--- src/common/slic_pkg.sv ---
// package: register map, field layout and timing of the status led logic
`default_nettype none
package slic_pkg;
  // register indices; byte address is four times the index
  localparam logic [15:0] IDX_BEHAVIOUR = 16'h40c0;
  localparam logic [15:0] IDX_COMMON    = 16'h40c1;
  localparam logic [15:0] IDX_BLINK     = 16'h40c2;
  localparam logic [15:0] IDX_STATUS    = 16'h40cf;
  // reset values
  localparam logic [15:0] RST_BEHAVIOUR = 16'h0311;
  localparam logic [15:0] RST_COMMON    = 16'h00cc;
  localparam logic [15:0] RST_BLINK     = 16'hec75;
  localparam logic [15:0] COMMON_MASK   = 16'h03ff; // 15:10 reserved
  // behaviour register fields
  localparam int B_FORCE_EN = 15;
  localparam int B_FSEL_HI  = 14;
  localparam int B_FSEL_LO  = 13;
  localparam int B_ACT_ALW  = 12;
  localparam int B_FDX_ON   = 11;
  localparam int B_HDX_ON   = 10;
  localparam int B_TX_BLK   = 9;
  localparam int B_RX_BLK   = 8;
  localparam int B_TX_ON    = 7;
  localparam int B_RX_ON    = 6;
  localparam int B_FAST_ON  = 5;
  localparam int B_SLOW_ON  = 4;
  localparam int B_COL_BLK  = 3;
  localparam int B_FAST_BLK = 2;
  localparam int B_SLOW_BLK = 1;
  localparam int B_CHECK    = 0;
  // common register fields
  localparam int C_INVERT   = 9;
  localparam int C_LPBK_SUP = 8;
  localparam int C_JAB_SUP  = 7;
  localparam int C_COL_SEL  = 6;
  localparam int C_LVL_EN   = 5;
  localparam int C_TH_HI    = 4;
  localparam int FREQ_W     = 4;
  // force selection codes
  localparam logic [1:0] FORCE_OFF   = 2'h0;
  localparam logic [1:0] FORCE_ON    = 2'h1;
  localparam logic [1:0] FORCE_BLK1  = 2'h2;
  localparam logic [1:0] FORCE_BLK2  = 2'h3;
  // timing
  localparam int CLK_NS       = 10;
  localparam int MS_NS        = 1000000;
  localparam int ACT_HOLD_MS  = 10;
  localparam int WINDOW_MS    = 1000;
  localparam int TH_UNIT_MS   = 42;
  localparam int MS_W         = 14;
  localparam int MS_CYCLES    = MS_NS / CLK_NS;
  // what drives the led this cycle
  typedef enum logic [5:0] {
    SLIC_SRC_OFF   = 6'h01,
    SLIC_SRC_ON    = 6'h02,
    SLIC_SRC_BLK0  = 6'h04,
    SLIC_SRC_BLK1  = 6'h08,
    SLIC_SRC_BLK2  = 6'h10,
    SLIC_SRC_BLK3  = 6'h20
  } slic_src_t;
  // state reported by the phy core
  typedef struct packed {
    logic link_up;
    logic speed_fast;   // 1 = 100 Mbps, 0 = 10 Mbps
    logic full_duplex;
    logic collision;
    logic jabber;
    logic loopback;
    logic phy_active;
    logic an_link_check;
    logic tx_active;
    logic rx_active;
  } slic_phy_status_t;
endpackage
`default_nettype wire

--- src/logic/slic_top.sv ---
// status led indication logic with its ahb-lite register slave
//
// Design decision made here: register access over AHB-Lite.
`default_nettype none
module slic_top #(
  parameter int MS_TICKS = slic_pkg::MS_CYCLES
) (
  input  wire logic                        hclk,
  input  wire logic                        hresetn,
  input  wire logic                        hsel,
  input  wire logic [31:0]                 haddr,
  input  wire logic [1:0]                  htrans,
  input  wire logic                        hwrite,
  input  wire logic [2:0]                  hsize,
  input  wire logic [31:0]                 hwdata,
  input  wire logic                        hready,
  output logic      [31:0]                 hrdata,
  output logic                             hreadyout,
  output logic                             hresp,
  input  wire slic_pkg::slic_phy_status_t  phy_status,
  output logic                             led_out
);

  // ----------------------------------------------------------------
  // blink frequency table
  // ----------------------------------------------------------------
  // period and off time in ms for each frequency code
  function automatic logic [27:0] freq_entry(input logic [3:0] code);
    logic [27:0] e;
    e = 28'h0;
    unique case (code)
      4'h0: e = {14'd10000, 14'd600};
      4'h1: e = {14'd9400, 14'd658};
      4'h2: e = {14'd8000, 14'd640};
      4'h3: e = {14'd7400, 14'd666};
      4'h4: e = {14'd6000, 14'd660};
      4'h5: e = {14'd4000, 14'd320};
      4'h6: e = {14'd4000, 14'd320};
      4'h7: e = {14'd3000, 14'd330};
      4'h8: e = {14'd2000, 14'd320};
      4'h9: e = {14'd1000, 14'd160};
      4'ha: e = {14'd500, 14'd250};
      4'hb: e = {14'd333, 14'd167};
      4'hc: e = {14'd250, 14'd125};
      4'hd: e = {14'd167, 14'd83};
      4'he: e = {14'd125, 14'd62};
      4'hf: e = {14'd125, 14'd62};
    endcase
    return e;
  endfunction

  // ----------------------------------------------------------------
  // ahb-lite slave
  // ----------------------------------------------------------------
  logic [15:0] behaviour_reg;
  logic [15:0] behaviour_next;
  logic [15:0] common_reg;
  logic [15:0] common_next;
  logic [15:0] blink_reg;
  logic [15:0] blink_next;
  logic        wr_pend_reg;
  logic [15:0] wr_idx_reg;
  logic [31:0] hrdata_reg;

  // address phase decode
  wire         addr_take = hsel & htrans[1] & hready;
  wire  [15:0] addr_idx  = haddr[17:2];
  wire         rd_take   = addr_take & ~hwrite;
  wire         wr_take   = addr_take & hwrite;

  // data phase write decode
  wire         wr_beh    = wr_pend_reg &
                           (wr_idx_reg == slic_pkg::IDX_BEHAVIOUR);
  wire         wr_com    = wr_pend_reg & (wr_idx_reg == slic_pkg::IDX_COMMON);
  wire         wr_blk    = wr_pend_reg & (wr_idx_reg == slic_pkg::IDX_BLINK);

  assign behaviour_next = wr_beh ? hwdata[15:0] : behaviour_reg;
  assign common_next    = wr_com ? (hwdata[15:0] & slic_pkg::COMMON_MASK)
                                 : common_reg;
  assign blink_next     = wr_blk ? hwdata[15:0] : blink_reg;

  assign hreadyout = 1'b1;
  assign hresp     = 1'b0;
  assign hrdata    = hrdata_reg;

  // status word read by software
  logic        tx_heavy_reg;
  logic        rx_heavy_reg;
  logic        blink_active;
  logic [3:0]  phase_on;
  wire  [15:0] status_word = {8'h00, phase_on, blink_active,
                              tx_heavy_reg, rx_heavy_reg, led_out};

  // read mux uses next values so a read right after a write sees it
  wire  [15:0] rd_word =
      (addr_idx == slic_pkg::IDX_BEHAVIOUR) ? behaviour_next :
      (addr_idx == slic_pkg::IDX_COMMON)    ? common_next    :
      (addr_idx == slic_pkg::IDX_BLINK)     ? blink_next     :
      (addr_idx == slic_pkg::IDX_STATUS)    ? status_word    : 16'h0000;

  // bus phase tracking and read data
  always_ff @(posedge hclk or negedge hresetn) begin
    if (!hresetn) begin
      wr_pend_reg <= 1'b0;
      wr_idx_reg  <= 16'h0000;
      hrdata_reg  <= 32'h0000_0000;
    end else begin
      wr_pend_reg <= wr_take;
      wr_idx_reg  <= addr_idx;
      if (rd_take) begin
        hrdata_reg <= {16'h0000, rd_word};
      end
    end
  end

  // configuration registers
  always_ff @(posedge hclk or negedge hresetn) begin
    if (!hresetn) begin
      behaviour_reg <= slic_pkg::RST_BEHAVIOUR;
      common_reg    <= slic_pkg::RST_COMMON;
      blink_reg     <= slic_pkg::RST_BLINK;
    end else begin
      behaviour_reg <= behaviour_next;
      common_reg    <= common_next;
      blink_reg     <= blink_next;
    end
  end

  // ----------------------------------------------------------------
  // millisecond tick
  // ----------------------------------------------------------------
  logic [31:0] tick_cnt_reg;
  wire         ms_tick = (tick_cnt_reg == 32'(MS_TICKS - 1));

  always_ff @(posedge hclk or negedge hresetn) begin
    if (!hresetn) begin
      tick_cnt_reg <= 32'h0000_0000;
    end else begin
      tick_cnt_reg <= ms_tick ? 32'h0000_0000 : tick_cnt_reg + 32'h1;
    end
  end

  // ----------------------------------------------------------------
  // blink mode generators
  // ----------------------------------------------------------------
  // each mode runs off then on; the invert bit swaps the phases
  genvar m;
  generate
    for (m = 0; m < 4; m++) begin : g_mode
      logic [13:0] cnt_reg;
      wire  [3:0]  code =
          blink_reg[15 - 4*m -: slic_pkg::FREQ_W];
      wire  [27:0] ent  = freq_entry(code);
      wire  [13:0] per  = ent[27:14];
      wire  [13:0] off  = ent[13:0];
      wire         last = (cnt_reg >= per - 14'h1);
      wire         in_off = (cnt_reg < off);
      wire         inv  = common_reg[slic_pkg::C_INVERT];
      assign phase_on[m] = inv ? in_off : ~in_off;
      always_ff @(posedge hclk or negedge hresetn) begin
        if (!hresetn) begin
          cnt_reg <= 14'h0000;
        end else if (ms_tick) begin
          cnt_reg <= last ? 14'h0000 : cnt_reg + 14'h1;
        end
      end
    end
  endgenerate

  // ----------------------------------------------------------------
  // activity hold and traffic load
  // ----------------------------------------------------------------
  logic [3:0]  hold_reg;
  logic [9:0]  win_reg;
  logic [9:0]  tx_ms_reg;
  logic [9:0]  rx_ms_reg;

  wire link = phy_status.link_up;
  wire tx   = phy_status.tx_active;
  wire rx   = phy_status.rx_active;
  wire act_on_hit = link &
      ((tx & behaviour_reg[slic_pkg::B_TX_ON]) |
       (rx & behaviour_reg[slic_pkg::B_RX_ON]));
  wire win_end = ms_tick & (win_reg == 10'(slic_pkg::WINDOW_MS - 1));
  // 11 bits: the largest threshold, 31 x 42 ms, is beyond the window
  wire [10:0] th_ms = 11'(common_reg[slic_pkg::C_TH_HI:0]) *
                      11'(slic_pkg::TH_UNIT_MS);
  // totals include the millisecond that closes the window
  wire [10:0] tx_tot = {1'b0, tx_ms_reg} + {10'h000, tx};
  wire [10:0] rx_tot = {1'b0, rx_ms_reg} + {10'h000, rx};

  // hold the activity light for at least 10 ms after each event;
  // one spare tick, as the first tick may follow the event at once
  always_ff @(posedge hclk or negedge hresetn) begin
    if (!hresetn) begin
      hold_reg <= 4'h0;
    end else if (act_on_hit) begin
      hold_reg <= 4'(slic_pkg::ACT_HOLD_MS + 1);
    end else if (ms_tick && hold_reg != 4'h0) begin
      hold_reg <= hold_reg - 4'h1;
    end
  end

  // 1 s window of active milliseconds, rx and tx apart
  always_ff @(posedge hclk or negedge hresetn) begin
    if (!hresetn) begin
      win_reg      <= 10'h000;
      tx_ms_reg    <= 10'h000;
      rx_ms_reg    <= 10'h000;
      tx_heavy_reg <= 1'b0;
      rx_heavy_reg <= 1'b0;
    end else if (win_end) begin
      win_reg      <= 10'h000;
      tx_ms_reg    <= 10'h000;
      rx_ms_reg    <= 10'h000;
      tx_heavy_reg <= (tx_tot > th_ms);
      rx_heavy_reg <= (rx_tot > th_ms);
    end else if (ms_tick) begin
      win_reg   <= win_reg + 10'h1;
      tx_ms_reg <= tx_ms_reg + {9'h000, tx};
      rx_ms_reg <= rx_ms_reg + {9'h000, rx};
    end
  end

  // ----------------------------------------------------------------
  // indication selection
  // ----------------------------------------------------------------
  wire [15:0] b = behaviour_reg;
  wire [15:0] c = common_reg;

  // steady-on conditions
  wire dup_on  = link & ((b[slic_pkg::B_FDX_ON] & phy_status.full_duplex) |
                         (b[slic_pkg::B_HDX_ON] & ~phy_status.full_duplex));
  wire spd_on  = link & ((b[slic_pkg::B_FAST_ON] & phy_status.speed_fast) |
                         (b[slic_pkg::B_SLOW_ON] & ~phy_status.speed_fast));
  // the hold lights the led only while an activity-on enable is set
  wire act_on  = link & (hold_reg != 4'h0) &
                 (b[slic_pkg::B_TX_ON] | b[slic_pkg::B_RX_ON]);
  wire steady  = dup_on | spd_on | act_on;
  wire steady_en = b[slic_pkg::B_FDX_ON] | b[slic_pkg::B_HDX_ON] |
                   b[slic_pkg::B_FAST_ON] | b[slic_pkg::B_SLOW_ON] |
                   b[slic_pkg::B_TX_ON] | b[slic_pkg::B_RX_ON];

  // blink suppression in loopback and 10 Mb/s jabber
  wire lpbk_sup = phy_status.loopback & c[slic_pkg::C_LPBK_SUP];
  wire jab_sup  = phy_status.jabber & ~phy_status.speed_fast &
                  c[slic_pkg::C_JAB_SUP];
  wire suppress = lpbk_sup | jab_sup;

  // blink conditions
  wire col_blk = link & phy_status.collision &
                 b[slic_pkg::B_COL_BLK];
  wire fast_blk = b[slic_pkg::B_FAST_BLK] & phy_status.speed_fast;
  wire slow_blk = b[slic_pkg::B_SLOW_BLK] & ~phy_status.speed_fast;
  wire spd_blk  = link & (fast_blk | slow_blk);
  wire traffic = (tx & b[slic_pkg::B_TX_BLK]) | (rx & b[slic_pkg::B_RX_BLK]);
  wire act_gate = b[slic_pkg::B_FSEL_LO] | steady_en;
  wire act_cond = b[slic_pkg::B_ACT_ALW] | steady;
  wire act_blk = link & traffic & act_gate & act_cond;
  wire heavy   = (tx & tx_heavy_reg) | (rx & rx_heavy_reg);
  wire act_mode0 = c[slic_pkg::C_LVL_EN] & heavy;

  assign blink_active = ~suppress & (col_blk | spd_blk | act_blk);

  // forced, then collision, speed and activity blinks, then steady
  slic_pkg::slic_src_t src;
  always_comb begin
    src = slic_pkg::SLIC_SRC_OFF;
    if (b[slic_pkg::B_FORCE_EN]) begin
      unique case (b[slic_pkg::B_FSEL_HI:slic_pkg::B_FSEL_LO])
        slic_pkg::FORCE_BLK2: src = slic_pkg::SLIC_SRC_BLK2;
        slic_pkg::FORCE_BLK1: src = slic_pkg::SLIC_SRC_BLK1;
        slic_pkg::FORCE_ON:   src = slic_pkg::SLIC_SRC_ON;
        slic_pkg::FORCE_OFF:  src = slic_pkg::SLIC_SRC_OFF;
      endcase
    end else if (~suppress & col_blk) begin
      src = c[slic_pkg::C_COL_SEL] ? slic_pkg::SLIC_SRC_BLK2
                                   : slic_pkg::SLIC_SRC_BLK1;
    end else if (~suppress & spd_blk) begin
      src = slic_pkg::SLIC_SRC_BLK1;
    end else if (~suppress & act_blk) begin
      src = act_mode0 ? slic_pkg::SLIC_SRC_BLK0 : slic_pkg::SLIC_SRC_BLK2;
    end else if (steady) begin
      src = slic_pkg::SLIC_SRC_ON;
    end else if (phy_status.phy_active & phy_status.an_link_check &
                 b[slic_pkg::B_CHECK]) begin
      src = slic_pkg::SLIC_SRC_ON;
    end
  end

  // led level for the selected source
  logic led_next;
  always_comb begin
    led_next = 1'b0;
    unique case (src)
      slic_pkg::SLIC_SRC_OFF:  led_next = 1'b0;
      slic_pkg::SLIC_SRC_ON:   led_next = 1'b1;
      slic_pkg::SLIC_SRC_BLK0: led_next = phase_on[0];
      slic_pkg::SLIC_SRC_BLK1: led_next = phase_on[1];
      slic_pkg::SLIC_SRC_BLK2: led_next = phase_on[2];
      slic_pkg::SLIC_SRC_BLK3: led_next = phase_on[3];
    endcase
  end

  // registered led drive
  always_ff @(posedge hclk or negedge hresetn) begin
    if (!hresetn) begin
      led_out <= 1'b0;
    end else begin
      led_out <= led_next;
    end
  end

endmodule
`default_nettype wire

--- config.mk ---
export PLATFORM = sky130hd
export DESIGN_NAME = slic_top
export DESIGN_NICKNAME = d
export VERILOG_FILES = /design/src/common/slic_pkg.sv /design/src/logic/slic_top.sv
export SDC_FILE = /design/constraint.sdc
export NUM_CORES = 1
export LEC_CHECK = 0
export ABC_AREA = 0
export BUFFER_PORTS_ARGS = -buffer_cell sky130_fd_sc_hd__clkbuf_2
export CORE_MARGIN = 2
export CORE_UTILIZATION = 66
export CTS_BUF_LIST = sky130_fd_sc_hd__clkbuf_4 sky130_fd_sc_hd__clkbuf_8 sky130_fd_sc_hd__clkbuf_16
export CTS_CLUSTER_DIAMETER = 200
export DETAILED_ROUTE_END_ITERATION = 8
export PLACE_DENSITY = 0.88
export SETUP_SLACK_MARGIN = 0.05
export SLEW_MARGIN = 20
export SYNTH_ARGS = -nofsm -noshare
export SYNTH_HDL_FRONTEND = slang
export SYNTH_SLANG_ARGS = --single-unit
--- constraint.sdc ---
create_clock -name hclk -period 10.85 [get_ports hclk]
set_clock_uncertainty 0.15 [all_clocks]
set_input_delay 1.6275 -clock hclk [delete_from_list [all_inputs] [get_ports hclk]]
set_output_delay 1.6275 -clock hclk [all_outputs]
set_load 0.02 [all_outputs]
==> impl_metrics.csv <==
group,metric,value,unit
setup_path,critPathKind,"reg -> reg",
timing,maxSlewHeadroom,30.9,%
timing,rsz0062_at_grt,"no",
placed_design,gp_congestion,0.930,
clocking,cts.path.max_buffers,3,
placed_design,dpl_cell_area,0.0151,mm²
setup_path,cp_max_fo,12,
global_routing,overflow,0,
route,route.detailed.drc,0,
synth,syn_area,0.0147,mm²
clocking,clk_pin_slew,0.06,ns
floorplan,row_count,54,
setup_path,start_kind,"flop",
pwr,peakVddDrop,0.139,mV
route,drtIter0Drc,1132,
setup_path,path_buf_inv,2,
placed_design,dp_hpwl,25400,µm
synth,avgSynthCellArea,8.93,µm²
route,first_pass_iters,6,
synth,ys_seq_area_share,35.2,%
timing,min_period,4.54,ns
setup_path,cp_common_cell,"ha_1",
run_status,status,"finished clean",
synth,synth-seq-cells,206,
route,wire_per_inst,18.4,µm
clocking,clockRootBuffer,"clkbuf_16",
flow_run,cap_violations,0,
synth,synth_ff_type,"dfrtp_1",
setup_path,end_kind,"flop",
setup_path,critPathRequiredTime,11.10,ns
route,via_per_inst,6.49,
floorplan,ios,119,
setup_path,arrival,4.79,ns
synth,synth_edf_count,0,
floorplan,coreArea,0.0218,mm²
setup_path,critPathSlowestCell,"dfstp_2",
pwr,p_leak,7.62,nW
placed_design,portBuffers,64,
timing,worst_pin_slew,1.04,ns
pwr,swShare,24.0,%
layout,syn2layout_area_growth,8.16,%
layout,largest_register_ffs,56,
timing,fmax,0.220,GHz
layout,drive_gt1_share,11.0,%
pwr,pwr-share-comb,7.5,%
global_routing,grt_max_degree,85,
global_routing,grt_first_pass_wirelength,60400,µm
setup_path,critical_path.top_delay_family,"compound AO/OA/AOI/OAI gates",
placed_design,dp_cells,1937,
timing,setup_tns,0,ns
layout,nNetsFinal,1931,
layout,design_area,0.0159,mm²
pwr,internal_power,1.30,mW
timing,finalCritPeriodShare,41.9,%
timing,setup_viol,0,
pwr,p_clk_share,46.4,%
pwr,powerDensity,108,mW/mm²
synth,ys_async_sr_fraction,100,%
route,drt.antenna.violating_nets,0,
timing,holdWs,0.328,ns
clocking,cts_tree,"done",
layout,antenna_cells,0,
route,vias,12829,
floorplan,die_h,153,µm
placed_design,pre_cts_ws,6.34,ns
worst_hold_path,min-delay-path-class,"reg -> reg",
floorplan,initial_core_util,67.4,%
floorplan,die_x,153,µm
global_routing,antenna_found_initial,0,
setup_path,path_cells,"inv_1, ha_1, nor2_1, o21ai_0, ha_1, nand2_1, nor2_1, a32o_1, ha_1, and3_1, o221ai_1, a31oi_1, a2111oi_0, o21ai_0, buf_4, or2_2, o31ai_1",
timing,hold_viol_final,0,
clocking,postCtsResizedCells,0,
clocking,htreeDepth,1,
clocking,post_cts_buffers,0,
clocking,insertion_delay,0.51,ns
global_routing,grt_pass1_vias,12543,
synth,ys_warn_count,0,
setup_path,r2r_slack,6.31,ns
pwr,seq_power_share,46.1,%
timing,drv_slew,0,
clocking,numCtsBuffers,23,
clocking,cts_num_sinks,206,
synth,syn_inst,1648,
floorplan,dieArea,0.0235,mm²
route,wl,36300,µm
setup_path,critPathMaxStageDelay,0.71,ns
synth,synth_cell_types,84,
clocking,cts_hold_buffers,0,
layout,fin_cells,1976,
global_routing,grt_usage,30.5,%
pwr,switchingPower,0.412,mW
timing,layout_setup_ws,6.31,ns
-- cells by family (layout without fill, tap and decap cells) --
logic type,Yosys count,in the layout,share of synthesized area [%]
AO/OA/AOI/OAI,360,360,15.9
XOR/XNOR,100,100,5.95
adder cells (fa/ha/maj),165,165,14.1
buffers and inverters,129,161,3.95
flip-flops,206,206,35.2
multiplexers,43,43,3.55
other,2,18,0.0510
AND/OR/NAND/NOR,643,643,21.4
-- layer usage --
| layer | GRT usage (%) | share of wire [%] | up-vias |
|---|---|---|---|
| met3 | 4.31 | 7.3 | 96 |
| met5 | 0 | 0 | - |
| met4 | 11.2 | 3.2 | 0 |
| met2 | 51.4 | 48 | 576 |
| li1 | - | - | 5988 |
| met1 | 40.3 | 41 | 6169 |
-- layout make-up --
class / count / area, µm²
clock buffers: 32 / 668
flip-flops and latches: 206 / 5180
multi-input cells: 1329 / 9040
inverters: 48 / 180
clock inverters: 7 / 93.8
well taps: 280 / 350
fillers: 1558 / 5910
repair buffers: 74 / 404
-- worst paths after layout --
check / end / depth (start not counted) / start
worst min-delay path: win_reg[9]$_DFFE_PN0P_ / 1 / win_reg[9]$_DFFE_PN0P_
min in group asynchronous: tick_cnt_reg[28]$_DFF_PN0_ / 1 / hresetn
worst max register to register: g_mode[2].cnt_reg[9]$_DFFE_PN0N_ / 17 / blink_reg[4]$_DFF_PN1_
worst max-delay path: g_mode[2].cnt_reg[9]$_DFFE_PN0N_ / 17 / blink_reg[4]$_DFF_PN1_
max in group asynchronous: rx_heavy_reg$_DFFE_PN0P_ / 3 / hresetn
worst min register to register: win_reg[9]$_DFFE_PN0P_ / 1 / win_reg[9]$_DFFE_PN0P_
-- synth_stat cells, types with 5 or more instances --
cell / n / area (µm²)
nand2_1: 226 / 848
dfrtp_1: 188 / 4700
ha_1: 164 / 2050
nor2_1: 131 / 492
o21ai_0: 110 / 551
nand3_1: 77 / 385
a21oi_1: 61 / 305
xnor2_1: 52 / 455
xor2_1: 48 / 420
inv_1: 47 / 176
clkbuf_1: 43 / 161
nand4_1: 38 / 238
and3_1: 31 / 194
mux2_2: 29 / 327
a21o_1: 27 / 203
nor3_1: 26 / 130
a31oi_1: 23 / 144
o21a_1: 21 / 158
buf_4: 20 / 150
nor2b_1: 19 / 119
dfstp_2: 18 / 473
o31ai_1: 16 / 120
and2_1: 15 / 93.8
nand2b_1: 15 / 93.8
a211oi_1: 13 / 97.6
nor4_1: 12 / 75.1
o211ai_1: 11 / 82.6
buf_2: 10 / 50.1
o22ai_1: 10 / 62.6
mux2i_1: 9 / 90.1
and4_1: 8 / 70.1
or3_1: 8 / 50.1
a222oi_1: 7 / 70.1
a22o_1: 7 / 61.3
a22oi_1: 6 / 45.0
buf_1: 6 / 22.5
nor3b_1: 5 / 37.5
nor4b_1: 5 / 43.8
-- through the flow --
stage | util, % | total power, mW
6_report | 72.9 | 1.72
5_1_grt | 72.9 | 1.77
4_1_cts | 72.9 | 1.72
3_5_place_dp | 69.4 | 0.929
3_3_place_gp | 69.4 | 0.924
2_1_floorplan | - | 0.878
-- worst reg2reg max path, cell delays in order (launching register included) --
cell and delay, ns:
dfstp_2 0.71, inv_1 0.14, ha_1 0.29, nor2_1 0.13
o21ai_0 0.18, ha_1 0.30, nand2_1 0.06, nor2_1 0.07
a32o_1 0.28, ha_1 0.28, and3_1 0.21, o221ai_1 0.09
a31oi_1 0.06, a2111oi_0 0.43, o21ai_0 0.18, buf_4 0.20
or2_2 0.37, o31ai_1 0.30
-- cells in the final DEF, fill, tap and decap left out, types with 19 or more instances in the layout --
| master | Yosys | routed |
|---|---|---|
| ha_1 | 164 | 164 |
| nand4_1 | 38 | 38 |
| and3_1 | 31 | 31 |
| nand3_1 | 77 | 77 |
| xor2_1 | 48 | 48 |
| nor2b_1 | 19 | 19 |
| a21o_1 | 27 | 27 |
| a31oi_1 | 23 | 23 |
| inv_1 | 47 | 47 |
| o21a_1 | 21 | 21 |
| nor2_1 | 131 | 131 |
| nor3_1 | 26 | 24 |
| dfrtp_1 | 188 | 188 |
| xnor2_1 | 52 | 52 |
| a21oi_1 | 61 | 61 |
| clkbuf_16 | 0 | 23 |
| nand2_1 | 226 | 226 |
| mux2_2 | 29 | 29 |
| clkbuf_2 | 1 | 63 |
| o21ai_0 | 110 | 110 |
-- power groups by stage --
stage	clock network (mW)	registers, mW	logic (mW)
6_report	0.796	0.791	0.129
5_1_grt	0.836	0.791	0.143
4_1_cts	0.804	0.790	0.128
3_5_place_dp	0	0.803	0.125
3_3_place_gp	0	0.803	0.121
2_1_floorplan	0	0.807	0.0711
Power figures use the tool's default switching activity.
